===== src/verilog/olmi_pkg.sv =====
// constants and types shared by the optical link mode indicator block
// assumes a 200 MHz system clock and a 32-bit classic Wishbone register bus
package olmi_pkg;

   // ****************************************
   // operating modes, one-hot
   // ****************************************
   typedef enum logic [4:0]
   {
      NORMAL_TRANSFER_MODE = 5'h01,
      HAND_TUNE_MODE = 5'h02,
      ALIGNMENT_TUNE_MODE = 5'h04,
      POINTER_BEAM_MODE = 5'h08,
      DROPOUT_LATCH_MODE = 5'h10
   } olmi_mode_t;

   // ****************************************
   // register map, byte addresses
   // ****************************************
   localparam logic [3:0] ADDR_CTRL = 4'h0;
   localparam logic [3:0] ADDR_STATUS = 4'h4;
   localparam logic [3:0] ADDR_LEVEL = 4'h8;

   // ctrl fields
   localparam int CTRL_CARRIER_B_BIT = 0;
   localparam int CTRL_STEP_BIT = 1;
   localparam logic CARRIER_B_RST = 1'b1;

   // status fields
   localparam int STAT_MODE_LSB = 0;
   localparam int STAT_LINK_BIT = 5;
   localparam int STAT_WARN_BIT = 6;
   localparam int STAT_TRIP_BIT = 7;
   localparam int STAT_CARRIER_BIT = 8;

   // level fields
   localparam int LVL_LOCAL_LSB = 0;
   localparam int LVL_PEER_LSB = 8;
   localparam int LVL_BAR_LSB = 16;

   // ****************************************
   // level and bargraph geometry
   // ****************************************
   localparam int LVL_W = 8;
   localparam int SEG_N = 10;
   localparam int RED_N = 2;
   localparam int ORANGE_N = 3;

   // ****************************************
   // timing
   // ****************************************
   localparam int CLK_FREQ_MHZ = 200;
   localparam int TICK_TIME_US = 1000;
   localparam int TICK_CYC = TICK_TIME_US * CLK_FREQ_MHZ;
   localparam int DEB_TICKS = 4;

endpackage


===== src/verilog/olmi_sel_debounce.sv =====
// debounces the mode selector push and gives one pulse per press
// assumes the raw input is synchronous to the clock and tick_in is a one-cycle enable
`timescale 1ns/100ps
module olmi_sel_debounce
   import olmi_pkg::*;
#(
   parameter int DEB_N = DEB_TICKS
)
(
   // clock and reset
   input wire logic clk_in,
   input wire logic rst_n_in,
   // sampling
   input wire logic tick_in,
   input wire logic raw_in,
   // result
   output logic press_out
);

   logic stable_ff;
   logic [7:0] cnt_ff;
   logic press_ff;
   logic differs;
   logic settled;

   assign differs = raw_in != stable_ff;
   assign settled = tick_in && differs && (cnt_ff == 8'(DEB_N - 1));

   // a level must stay changed for DEB_N ticks before it counts
   always_ff @(posedge clk_in or negedge rst_n_in)
   begin
      if (!rst_n_in)
      begin
         stable_ff <= 1'b0;
         cnt_ff <= 8'h00;
         press_ff <= 1'b0;
      end
      else
      begin
         if (tick_in)
            cnt_ff <= (differs && !settled) ? cnt_ff + 8'h01 : 8'h00;
         if (settled)
            stable_ff <= raw_in;
         press_ff <= settled && raw_in;
      end
   end

   assign press_out = press_ff;

endmodule // olmi_sel_debounce


===== src/verilog/olmi_bargraph.sv =====
// turns a received level code into a thermometer bargraph
// assumes segment 0 is the lowest red segment
`timescale 1ns/100ps
module olmi_bargraph
   import olmi_pkg::*;
#(
   parameter int L_W = LVL_W,
   parameter int S_N = SEG_N
)
(
   // clock and reset
   input wire logic clk_in,
   input wire logic rst_n_in,
   // level
   input wire logic [L_W-1:0] level_in,
   // segments
   output logic [S_N-1:0] seg_out
);

   localparam int STEP = (2 ** L_W) / (S_N + 1);

   logic [S_N-1:0] nxt_seg;
   logic [S_N-1:0] seg_ff;

   genvar i;
   generate
      for (i = 0; i < S_N; i = i + 1)
      begin : g_seg
         localparam logic [L_W:0] THR = (L_W + 1)'(STEP * (i + 1));
         assign nxt_seg[i] = {1'b0, level_in} >= THR;
      end
   endgenerate

   always_ff @(posedge clk_in or negedge rst_n_in)
   begin
      if (!rst_n_in)
         seg_ff <= '0;
      else
         seg_ff <= nxt_seg;
   end

   assign seg_out = seg_ff;

endmodule // olmi_bargraph


===== src/verilog/olmi_top.sv =====
// mode selection, link hold and indicator logic for one optical link station
// assumes the receive level and peer level are sampled codes synchronous to REF_CLK_IN
// assumes the Wishbone master is a classic single-cycle master
//
// Function
// RULE_01: local received level measured continuously and shown on the bargraph.
// RULE_02: warning asserted when the bargraph shows only red and orange.
// RULE_03: warning drives the switching output of the power connector.
// RULE_04: carrier indicator dark for carrier A, lit for carrier B, default B.
// RULE_05: selector steps modes; mode lamps show the active mode.
// RULE_06: normal mode passes data, link held until last orange goes dark.
// RULE_07: hand-tune mode holds link only until last green goes dark.
// RULE_08: alignment-tune mode stops data, link held until last orange dark.
// RULE_09: alignment-tune mode shows the peer level on the local bargraph.
// RULE_10: pointer-beam mode switches alignment laser on, lamp green.
// RULE_11: latch lamp dark when inactive, green while no interruption seen.
// RULE_12: after any interruption in latch mode the lamp stays red.
// RULE_13: the two stations of one path use different carriers.
// RULE_14: each selector press advances mode cyclically; one lamp lit.
// RULE_15: entering latch mode clears any earlier latched interruption.
//
// The register addresses and the Wishbone slave port were decided locally.
`timescale 1ns/100ps
module olmi_top
   import olmi_pkg::*;
#(
   parameter int TICK_N = TICK_CYC,
   parameter int L_W = LVL_W,
   parameter int S_N = SEG_N,
   parameter int R_N = RED_N,
   parameter int O_N = ORANGE_N
)
(
   // clock and reset
   input wire logic REF_CLK_IN,
   input wire logic RST_N_IN,

   // wishbone slave
   input wire logic WB_CYC_IN,
   input wire logic WB_STB_IN,
   input wire logic WB_WE_IN,
   input wire logic [3:0] WB_ADR_IN,
   input wire logic [3:0] WB_SEL_IN,
   input wire logic [31:0] WB_DAT_IN,
   output logic [31:0] WB_DAT_OUT,
   output logic WB_ACK_OUT,

   // operator and optics
   input wire logic SELECTOR_IN,
   input wire logic [L_W-1:0] RX_LEVEL_IN,

   // level exchange with the peer
   input wire logic [L_W-1:0] PEER_LEVEL_IN,
   output logic [L_W-1:0] LOCAL_LEVEL_OUT,

   // indicators
   output logic [S_N-1:0] BARGRAPH_OUT,
   output logic [3:0] MODE_LAMP_OUT,
   output logic LATCH_LAMP_GREEN_OUT,
   output logic LATCH_LAMP_RED_OUT,
   output logic CARRIER_SELECT_INDICATOR_OUT,

   // link and system outputs
   output logic LINK_UP_OUT,
   output logic DATA_PASS_OUT,
   output logic POINTER_LASER_OUT,
   output logic WARNING_SWITCH_OUTPUT_OUT,
   output logic CARRIER_B_OUT
);

   // ****************************************
   // declarations
   // ****************************************
   localparam int TICK_W = $clog2(TICK_N + 1);

   logic [TICK_W-1:0] tick_cnt_ff;
   logic tick;
   logic press;

   olmi_mode_t mode_ff;
   olmi_mode_t nxt_mode;
   logic step_req;
   logic sw_step;

   logic [S_N-1:0] loc_seg;
   logic [S_N-1:0] peer_seg;
   logic orange_lit;
   logic green_lit;
   logic keep_link;

   logic link_up_ff;
   logic warn_ff;
   logic trip_ff;
   logic carrier_b_ff;
   logic [L_W-1:0] local_level_ff;
   logic [S_N-1:0] bar_ff;

   logic in_align;
   logic in_hand;
   logic in_latch;
   logic enter_latch;
   logic link_lost;
   logic set_trip;
   logic [S_N-1:0] nxt_bar;

   logic wb_req;
   logic ack_ff;
   logic [31:0] rd_ff;
   logic wr_now;
   logic hit_ctrl;
   logic hit_status;
   logic hit_level;
   logic [31:0] rd_mux;
   logic [31:0] status_word;
   logic [31:0] level_word;
   logic take_req;
   logic wr_ctrl;

   // ****************************************
   // slow tick for the selector debounce
   // ****************************************
   // limitation: a push shorter than DEB_N ticks never steps the mode
   assign tick = tick_cnt_ff == TICK_W'(TICK_N - 1);

   always_ff @(posedge REF_CLK_IN or negedge RST_N_IN)
   begin
      if (!RST_N_IN)
         tick_cnt_ff <= '0;
      else if (tick)
         tick_cnt_ff <= '0;
      else
         tick_cnt_ff <= tick_cnt_ff + TICK_W'(1);
   end

   olmi_sel_debounce u_sel
   (
      .clk_in(REF_CLK_IN),
      .rst_n_in(RST_N_IN),
      .tick_in(tick),
      .raw_in(SELECTOR_IN),
      .press_out(press)
   );

   // ****************************************
   // level measurement and bargraph
   // ****************************************
   // every cycle, no gating: the measurement never pauses
   olmi_bargraph #(.L_W(L_W), .S_N(S_N)) u_loc_bar // see RULE_01
   (
      .clk_in(REF_CLK_IN),
      .rst_n_in(RST_N_IN),
      .level_in(RX_LEVEL_IN),
      .seg_out(loc_seg)
   );

   olmi_bargraph #(.L_W(L_W), .S_N(S_N)) u_peer_bar
   (
      .clk_in(REF_CLK_IN),
      .rst_n_in(RST_N_IN),
      .level_in(PEER_LEVEL_IN),
      .seg_out(peer_seg)
   );

   // thermometer code: the lowest segment of a colour tells if any of it is lit
   assign orange_lit = loc_seg[R_N];
   assign green_lit = loc_seg[R_N + O_N];

   // ****************************************
   // mode selection
   // ****************************************
   assign step_req = press || sw_step; // see RULE_05
   assign in_align = mode_ff == ALIGNMENT_TUNE_MODE;
   assign in_hand = mode_ff == HAND_TUNE_MODE;
   assign in_latch = mode_ff == DROPOUT_LATCH_MODE;
   assign enter_latch = step_req && (mode_ff == POINTER_BEAM_MODE);

   always_comb
   begin
      nxt_mode = mode_ff;
      if (step_req)
      begin
         unique case (mode_ff) // see RULE_14
            NORMAL_TRANSFER_MODE: nxt_mode = HAND_TUNE_MODE;
            HAND_TUNE_MODE: nxt_mode = ALIGNMENT_TUNE_MODE;
            ALIGNMENT_TUNE_MODE: nxt_mode = POINTER_BEAM_MODE;
            POINTER_BEAM_MODE: nxt_mode = DROPOUT_LATCH_MODE;
            DROPOUT_LATCH_MODE: nxt_mode = NORMAL_TRANSFER_MODE;
            default: nxt_mode = NORMAL_TRANSFER_MODE;
         endcase
      end
   end

   always_ff @(posedge REF_CLK_IN or negedge RST_N_IN)
   begin
      if (!RST_N_IN)
         mode_ff <= NORMAL_TRANSFER_MODE;
      else
         mode_ff <= nxt_mode;
   end

   // ****************************************
   // link hold and warning
   // ****************************************
   // hand-tune drops on the last green segment, every other mode on the last orange
   assign keep_link = in_hand ? green_lit : orange_lit; // see RULE_06 see RULE_07 see RULE_08
   assign link_lost = link_up_ff && !keep_link;

   // no hysteresis: a level hovering on a threshold will chatter the link
   always_ff @(posedge REF_CLK_IN or negedge RST_N_IN)
   begin
      if (!RST_N_IN)
         link_up_ff <= 1'b0;
      else
         link_up_ff <= keep_link;
   end

   // warning follows the local level, even while the peer level is on display
   always_ff @(posedge REF_CLK_IN or negedge RST_N_IN)
   begin
      if (!RST_N_IN)
         warn_ff <= 1'b0;
      else
         warn_ff <= !green_lit; // see RULE_02
   end

   // copy sent to the peer, shown there in alignment-tune mode
   always_ff @(posedge REF_CLK_IN or negedge RST_N_IN)
   begin
      if (!RST_N_IN)
         local_level_ff <= '0;
      else
         local_level_ff <= RX_LEVEL_IN;
   end

   // ****************************************
   // dropout latch
   // ****************************************
   // the clear only happens on entry, before the mode is live, so a loss cannot be masked
   // a loss wins over any clear in the same cycle
   assign set_trip = in_latch && link_lost; // see RULE_12

   always_ff @(posedge REF_CLK_IN or negedge RST_N_IN)
   begin
      if (!RST_N_IN)
         trip_ff <= 1'b0;
      else if (set_trip)
         trip_ff <= 1'b1; // see RULE_12
      else if (enter_latch)
         trip_ff <= 1'b0; // see RULE_15
   end

   // ****************************************
   // displayed bargraph
   // ****************************************
   // peer and local pass the same pair of registers, so a mode switch shows no stale mix
   assign nxt_bar = in_align ? peer_seg : loc_seg; // see RULE_09

   always_ff @(posedge REF_CLK_IN or negedge RST_N_IN)
   begin
      if (!RST_N_IN)
         bar_ff <= '0;
      else
         bar_ff <= nxt_bar;
   end

   // ****************************************
   // wishbone slave
   // ****************************************
   // one wait state: ack rises the cycle after the request, data already registered
   assign wb_req = WB_CYC_IN && WB_STB_IN;
   assign take_req = wb_req && !ack_ff;
   // writes land on the ack edge, when the master is known to still hold the data
   assign wr_now = wb_req && ack_ff && WB_WE_IN;
   assign hit_ctrl = WB_ADR_IN == ADDR_CTRL;
   assign hit_status = WB_ADR_IN == ADDR_STATUS;
   assign hit_level = WB_ADR_IN == ADDR_LEVEL;
   assign wr_ctrl = wr_now && hit_ctrl && WB_SEL_IN[0];
   // step is a pulse, never stored, so the control word reads it back as zero
   assign sw_step = wr_ctrl && WB_DAT_IN[CTRL_STEP_BIT];

   assign status_word = {23'h000000,
                         carrier_b_ff,
                         trip_ff,
                         warn_ff,
                         link_up_ff,
                         mode_ff};
   assign level_word = {{(32 - S_N - 16){1'b0}},
                        bar_ff,
                        8'(PEER_LEVEL_IN),
                        8'(local_level_ff)};

   // unmapped addresses read as zero and are still acknowledged
   assign rd_mux = hit_ctrl ? {31'h00000000, carrier_b_ff} :
                   hit_status ? status_word :
                   hit_level ? level_word :
                   32'h00000000;

   // ack drops after one cycle, so a held request is taken again only every second cycle
   always_ff @(posedge REF_CLK_IN or negedge RST_N_IN)
   begin
      if (!RST_N_IN)
         ack_ff <= 1'b0;
      else
         ack_ff <= take_req;
   end

   always_ff @(posedge REF_CLK_IN or negedge RST_N_IN)
   begin
      if (!RST_N_IN)
         rd_ff <= 32'h00000000;
      else if (take_req)
         rd_ff <= rd_mux;
   end

   // ****************************************
   // carrier selection
   // ****************************************
   always_ff @(posedge REF_CLK_IN or negedge RST_N_IN)
   begin
      if (!RST_N_IN)
         carrier_b_ff <= CARRIER_B_RST; // see RULE_04
      else if (wr_ctrl)
         carrier_b_ff <= WB_DAT_IN[CTRL_CARRIER_B_BIT];
   end

   // ****************************************
   // outputs
   // ****************************************
   assign WB_ACK_OUT = ack_ff;
   assign WB_DAT_OUT = rd_ff;
   assign LOCAL_LEVEL_OUT = local_level_ff;
   assign BARGRAPH_OUT = bar_ff; // see RULE_01

   // mode lamps, latch lamp split into its two colours
   assign MODE_LAMP_OUT = mode_ff[3:0]; // see RULE_05
   assign LATCH_LAMP_GREEN_OUT = in_latch && !trip_ff; // see RULE_11
   assign LATCH_LAMP_RED_OUT = in_latch && trip_ff; // see RULE_12

   assign CARRIER_SELECT_INDICATOR_OUT = carrier_b_ff; // see RULE_04
   assign CARRIER_B_OUT = carrier_b_ff;

   assign LINK_UP_OUT = link_up_ff;
   assign DATA_PASS_OUT = link_up_ff && !in_align; // see RULE_08
   assign POINTER_LASER_OUT = mode_ff == POINTER_BEAM_MODE; // see RULE_10
   assign WARNING_SWITCH_OUTPUT_OUT = warn_ff; // see RULE_03

endmodule // olmi_top


===== config.mk =====
export PLATFORM = sky130hd
export DESIGN_NAME = olmi_top
export DESIGN_NICKNAME = d
export VERILOG_FILES = /design/src/verilog/olmi_pkg.sv /design/src/verilog/olmi_sel_debounce.sv /design/src/verilog/olmi_bargraph.sv /design/src/verilog/olmi_top.sv
export SDC_FILE = /design/constraint.sdc
export NUM_CORES = 1
export LEC_CHECK = 0
export ABC_AREA = 1
export BUFFER_PORTS_ARGS = -buffer_cell sky130_fd_sc_hd__buf_2
export CORE_MARGIN = 2
export CORE_UTILIZATION = 48
export CTS_BUF_LIST = sky130_fd_sc_hd__clkbuf_16
export DETAILED_ROUTE_END_ITERATION = 6
export GPL_ROUTABILITY_DRIVEN = 0
export PLACE_DENSITY = 0.76
export SLEW_MARGIN = 20
export SYNTH_ARGS = -nofsm -noshare
export SYNTH_HDL_FRONTEND = slang
export SYNTH_SLANG_ARGS = --single-unit

===== constraint.sdc =====
create_clock -name REF_CLK_IN -period 3.6 [get_ports REF_CLK_IN]
set_input_delay 0.18 -clock REF_CLK_IN [delete_from_list [all_inputs] [get_ports REF_CLK_IN]]
set_output_delay 0.18 -clock REF_CLK_IN [all_outputs]
set_load 0.05 [all_outputs]

==> results.md <==
* Outcome: completed
* GRT Util Overall at 0.216
* Max clock buf depth at 2
* FP Rows at 36
* Nets at 715
* Commonest cells post-synth: 164 x nand2_1, 100 x dfrtp_1, 57 x nor2_1
* Dpl ws at 1640 ps
* Max Cap Viol at 0
* Worst-skew pair later-pin latency at 340 ps
* CP Data Arrival Time at 2140 ps
* Num CTS Buffers at 9
* HPWL Detailed at 8450 um
* First-pass GRT wire length at 18,700 um
* Core footprint at 0.00973 mm^2
* # resized after CTS at 0
* Via/cell ratio at 5.09
* H-tree depth at 3
* R2R setup slack at 1840 ps
* Crit path to: DATA_PASS_OUT
* Worst-path clk slew at 70 ps
* Vias in the first global route at 3,780
* Setup CP Type: reg2out
* Reg-to-Reg Start: mode_ff[1]
* Num ports at 125
* Die span in x at 104 um
* Minimum hold slack at 8.24 ps
* Clock sinks at 102
* Routed Wire Length at 11,200 um
* Area Overhead vs Synth at 17.4%
* CTS tree: yes
* Fraction of layout cells with a size suffix above 1 at 0.205
* VDD IR max at 0.247 mV
* Ys async rst share at 1.00
* Post-Syn Area at 0.00479 mm^2
* Via count at 4,010
* Min Tclk post-route at 2320 ps
* Drt drc at 0
* Max-slew violations at 0
* Fillers at 886
* Post-CTS setup repair buffer count at 0
* Hold Vio Cnt, Final at 0
* PwrDens at 439 mW/mm^2
* 1st-iter DRT viols at 321
* CP max FO at 13
* CP Capture Type: primary output
* Initial antenna violation count at 0
* Setup TNS at 0 ps
* Seq/Total Area, Yosys at 0.534
* Most common cell in the netlist: nand2_1
* R2R depth at 4
* Setup crit start: mode_ff[1]
* Die Ht at 104 um
* Min-Delay Path Class: in2reg
* R2r endpoint: BARGRAPH_OUT[5]
* Port-buffer cells at 85
* Post-synth EDFFs at 0
* Avg Synthesized Cell Area at 8.49 um^2
* Synth warn at 0
* Ys flop type: dfrtp_1
* Critical Path RT at 3420 ps
* Syn Inst Count at 564
* Clk root buf: clkbuf_16
* Synth top area share at 0.523
* Ranking of synthesized cells by area: dfrtp_1 52%, nand2_1 13%, nor2_1 4.5%
* Final setup fails at 0
* Area after DPL at 0.00530 mm^2
* Wire per inst at 14.2 um
* Initial DRT Pass Iterations at 6
* RSZ-0062 raised after global routing: false
* Grt total ovfl at 0
* Worst Slack Setup Final at 1280 ps
* Slew @ Worst Pin at 639 ps
* Leak at 2.98 nW
* Register bit total from synthesis at 102
* ANT nets after route at 0
* Period utilization at 0.643
* Rel. slew slack at 0.574
* Diodes inserted at 0
* Maximum number of pins on one net before global-route repair at 53
* Type of origin of the critical path: flop
* Final instance area at 0.00562 mm^2
* Highest Clock Rate at 0.432 GHz
* Initial core utilization at 0.492
* Count of different cell masters after synthesis at 43
* Area leader, netlist: dfrtp_1
* Full die area at 0.0108 mm^2
* Setup Skew at 6.57 ps
-- flip-flops by register name (all words and copies together), names as in the netlist, 5 cells and up --
register and cells:
tick_cnt_ff 18, BARGRAPH_OUT 10, WB_DAT_OUT 26, u_peer_bar.seg_out 10
u_loc_bar.seg_out 10, u_sel.cnt_ff 8, LOCAL_LEVEL_OUT 8, mode_ff 5
-- critical path: stages (launching register included) --
cell and delay, ps:
dfrtp_1 420, nor2_1 190, nand4_1 390, inv_1 470, nor2_1 90, buf_2 230
-- metal layers --
layer  up-vias  share of wire  track usage
met2       137           0.48        0.351
li1       1974              -            -
met4         0          0.016       0.0656
met1      1887           0.46        0.299
met3        12          0.044       0.0357
met5         -              0            0
-- power breakdown --
group	switching [W]	internal, W	total, W
sequential	0.0000219	0.00119	0.00121
combinational	0.000227	0.0000609	0.000288
clock	0.000431	0.000541	0.000972
-- timing repair --
action / in CTS / in global routing
hold buffers: 3 / 0
setup endpoints to repair: 0 / 0
endpoints found under the hold margin: 51 / 0
-- worst min path at each step --
stage                     slack (ps)  cells after the start            endpoint      startpoint
after floorplan                 -120                      0     BARGRAPH_OUT[0]        RST_N_IN
after global placement           240                      1     tick_cnt_ff[14]        RST_N_IN
after detailed placement         240                      1     tick_cnt_ff[14]        RST_N_IN
after CTS                          1                      1  LOCAL_LEVEL_OUT[1]  RX_LEVEL_IN[1]
after global routing               9                      1  LOCAL_LEVEL_OUT[1]  RX_LEVEL_IN[1]
final                              8                      1  LOCAL_LEVEL_OUT[1]  RX_LEVEL_IN[1]
-- cell type report --
cell class / count / area (um^2) / share of cell area
timing repair buffer: 90 / 473 / 0.0841
sequential: 102 / 2550 / 0.454
clock inverter: 6 / 70.1 / 0.0125
multi-input combinational: 386 / 1900 / 0.337
inverter: 62 / 236 / 0.0421
tap: 133 / 166 / 0.0296
clock buffer: 9 / 225 / 0.0401
-- stage by stage --
step	total power, W	instances	utilization
after floorplan	0.00141	569	-
after global placement	0.00151	770	0.544
after detailed placement	0.00152	770	0.544
after CTS	0.00248	788	0.578
after global routing	0.00256	788	0.578
final	0.00247	788	0.578
-- logic make-up (layout without fill, tap and decap cells) --
family | after synthesis | count (layout) | share of synthesized area
buf+inv | 81 | 167 | 0.0742
flops | 102 | 102 | 0.534
fa+ha+maj | 2 | 2 | 0.00523
compound gates | 60 | 60 | 0.0755
other cells | 1 | 6 | 0.000783
xor+xnor | 13 | 13 | 0.0254
simple gates | 305 | 305 | 0.285
-- cell usage in the layout, fill, tap and decap left out, types with 7 or more instances in the layout --
cell type / count
nand4_1: 20
a21oi_1: 11
nand3_1: 31
nand2_1: 164
nor2_1: 57
buf_2: 84
nor3_1: 12
clkbuf_16: 9
dfrtp_1: 100
o21ai_0: 22
o31ai_1: 7
xor2_1: 11
inv_1: 53
No activity file was read; power rests on OpenSTA's default activity.
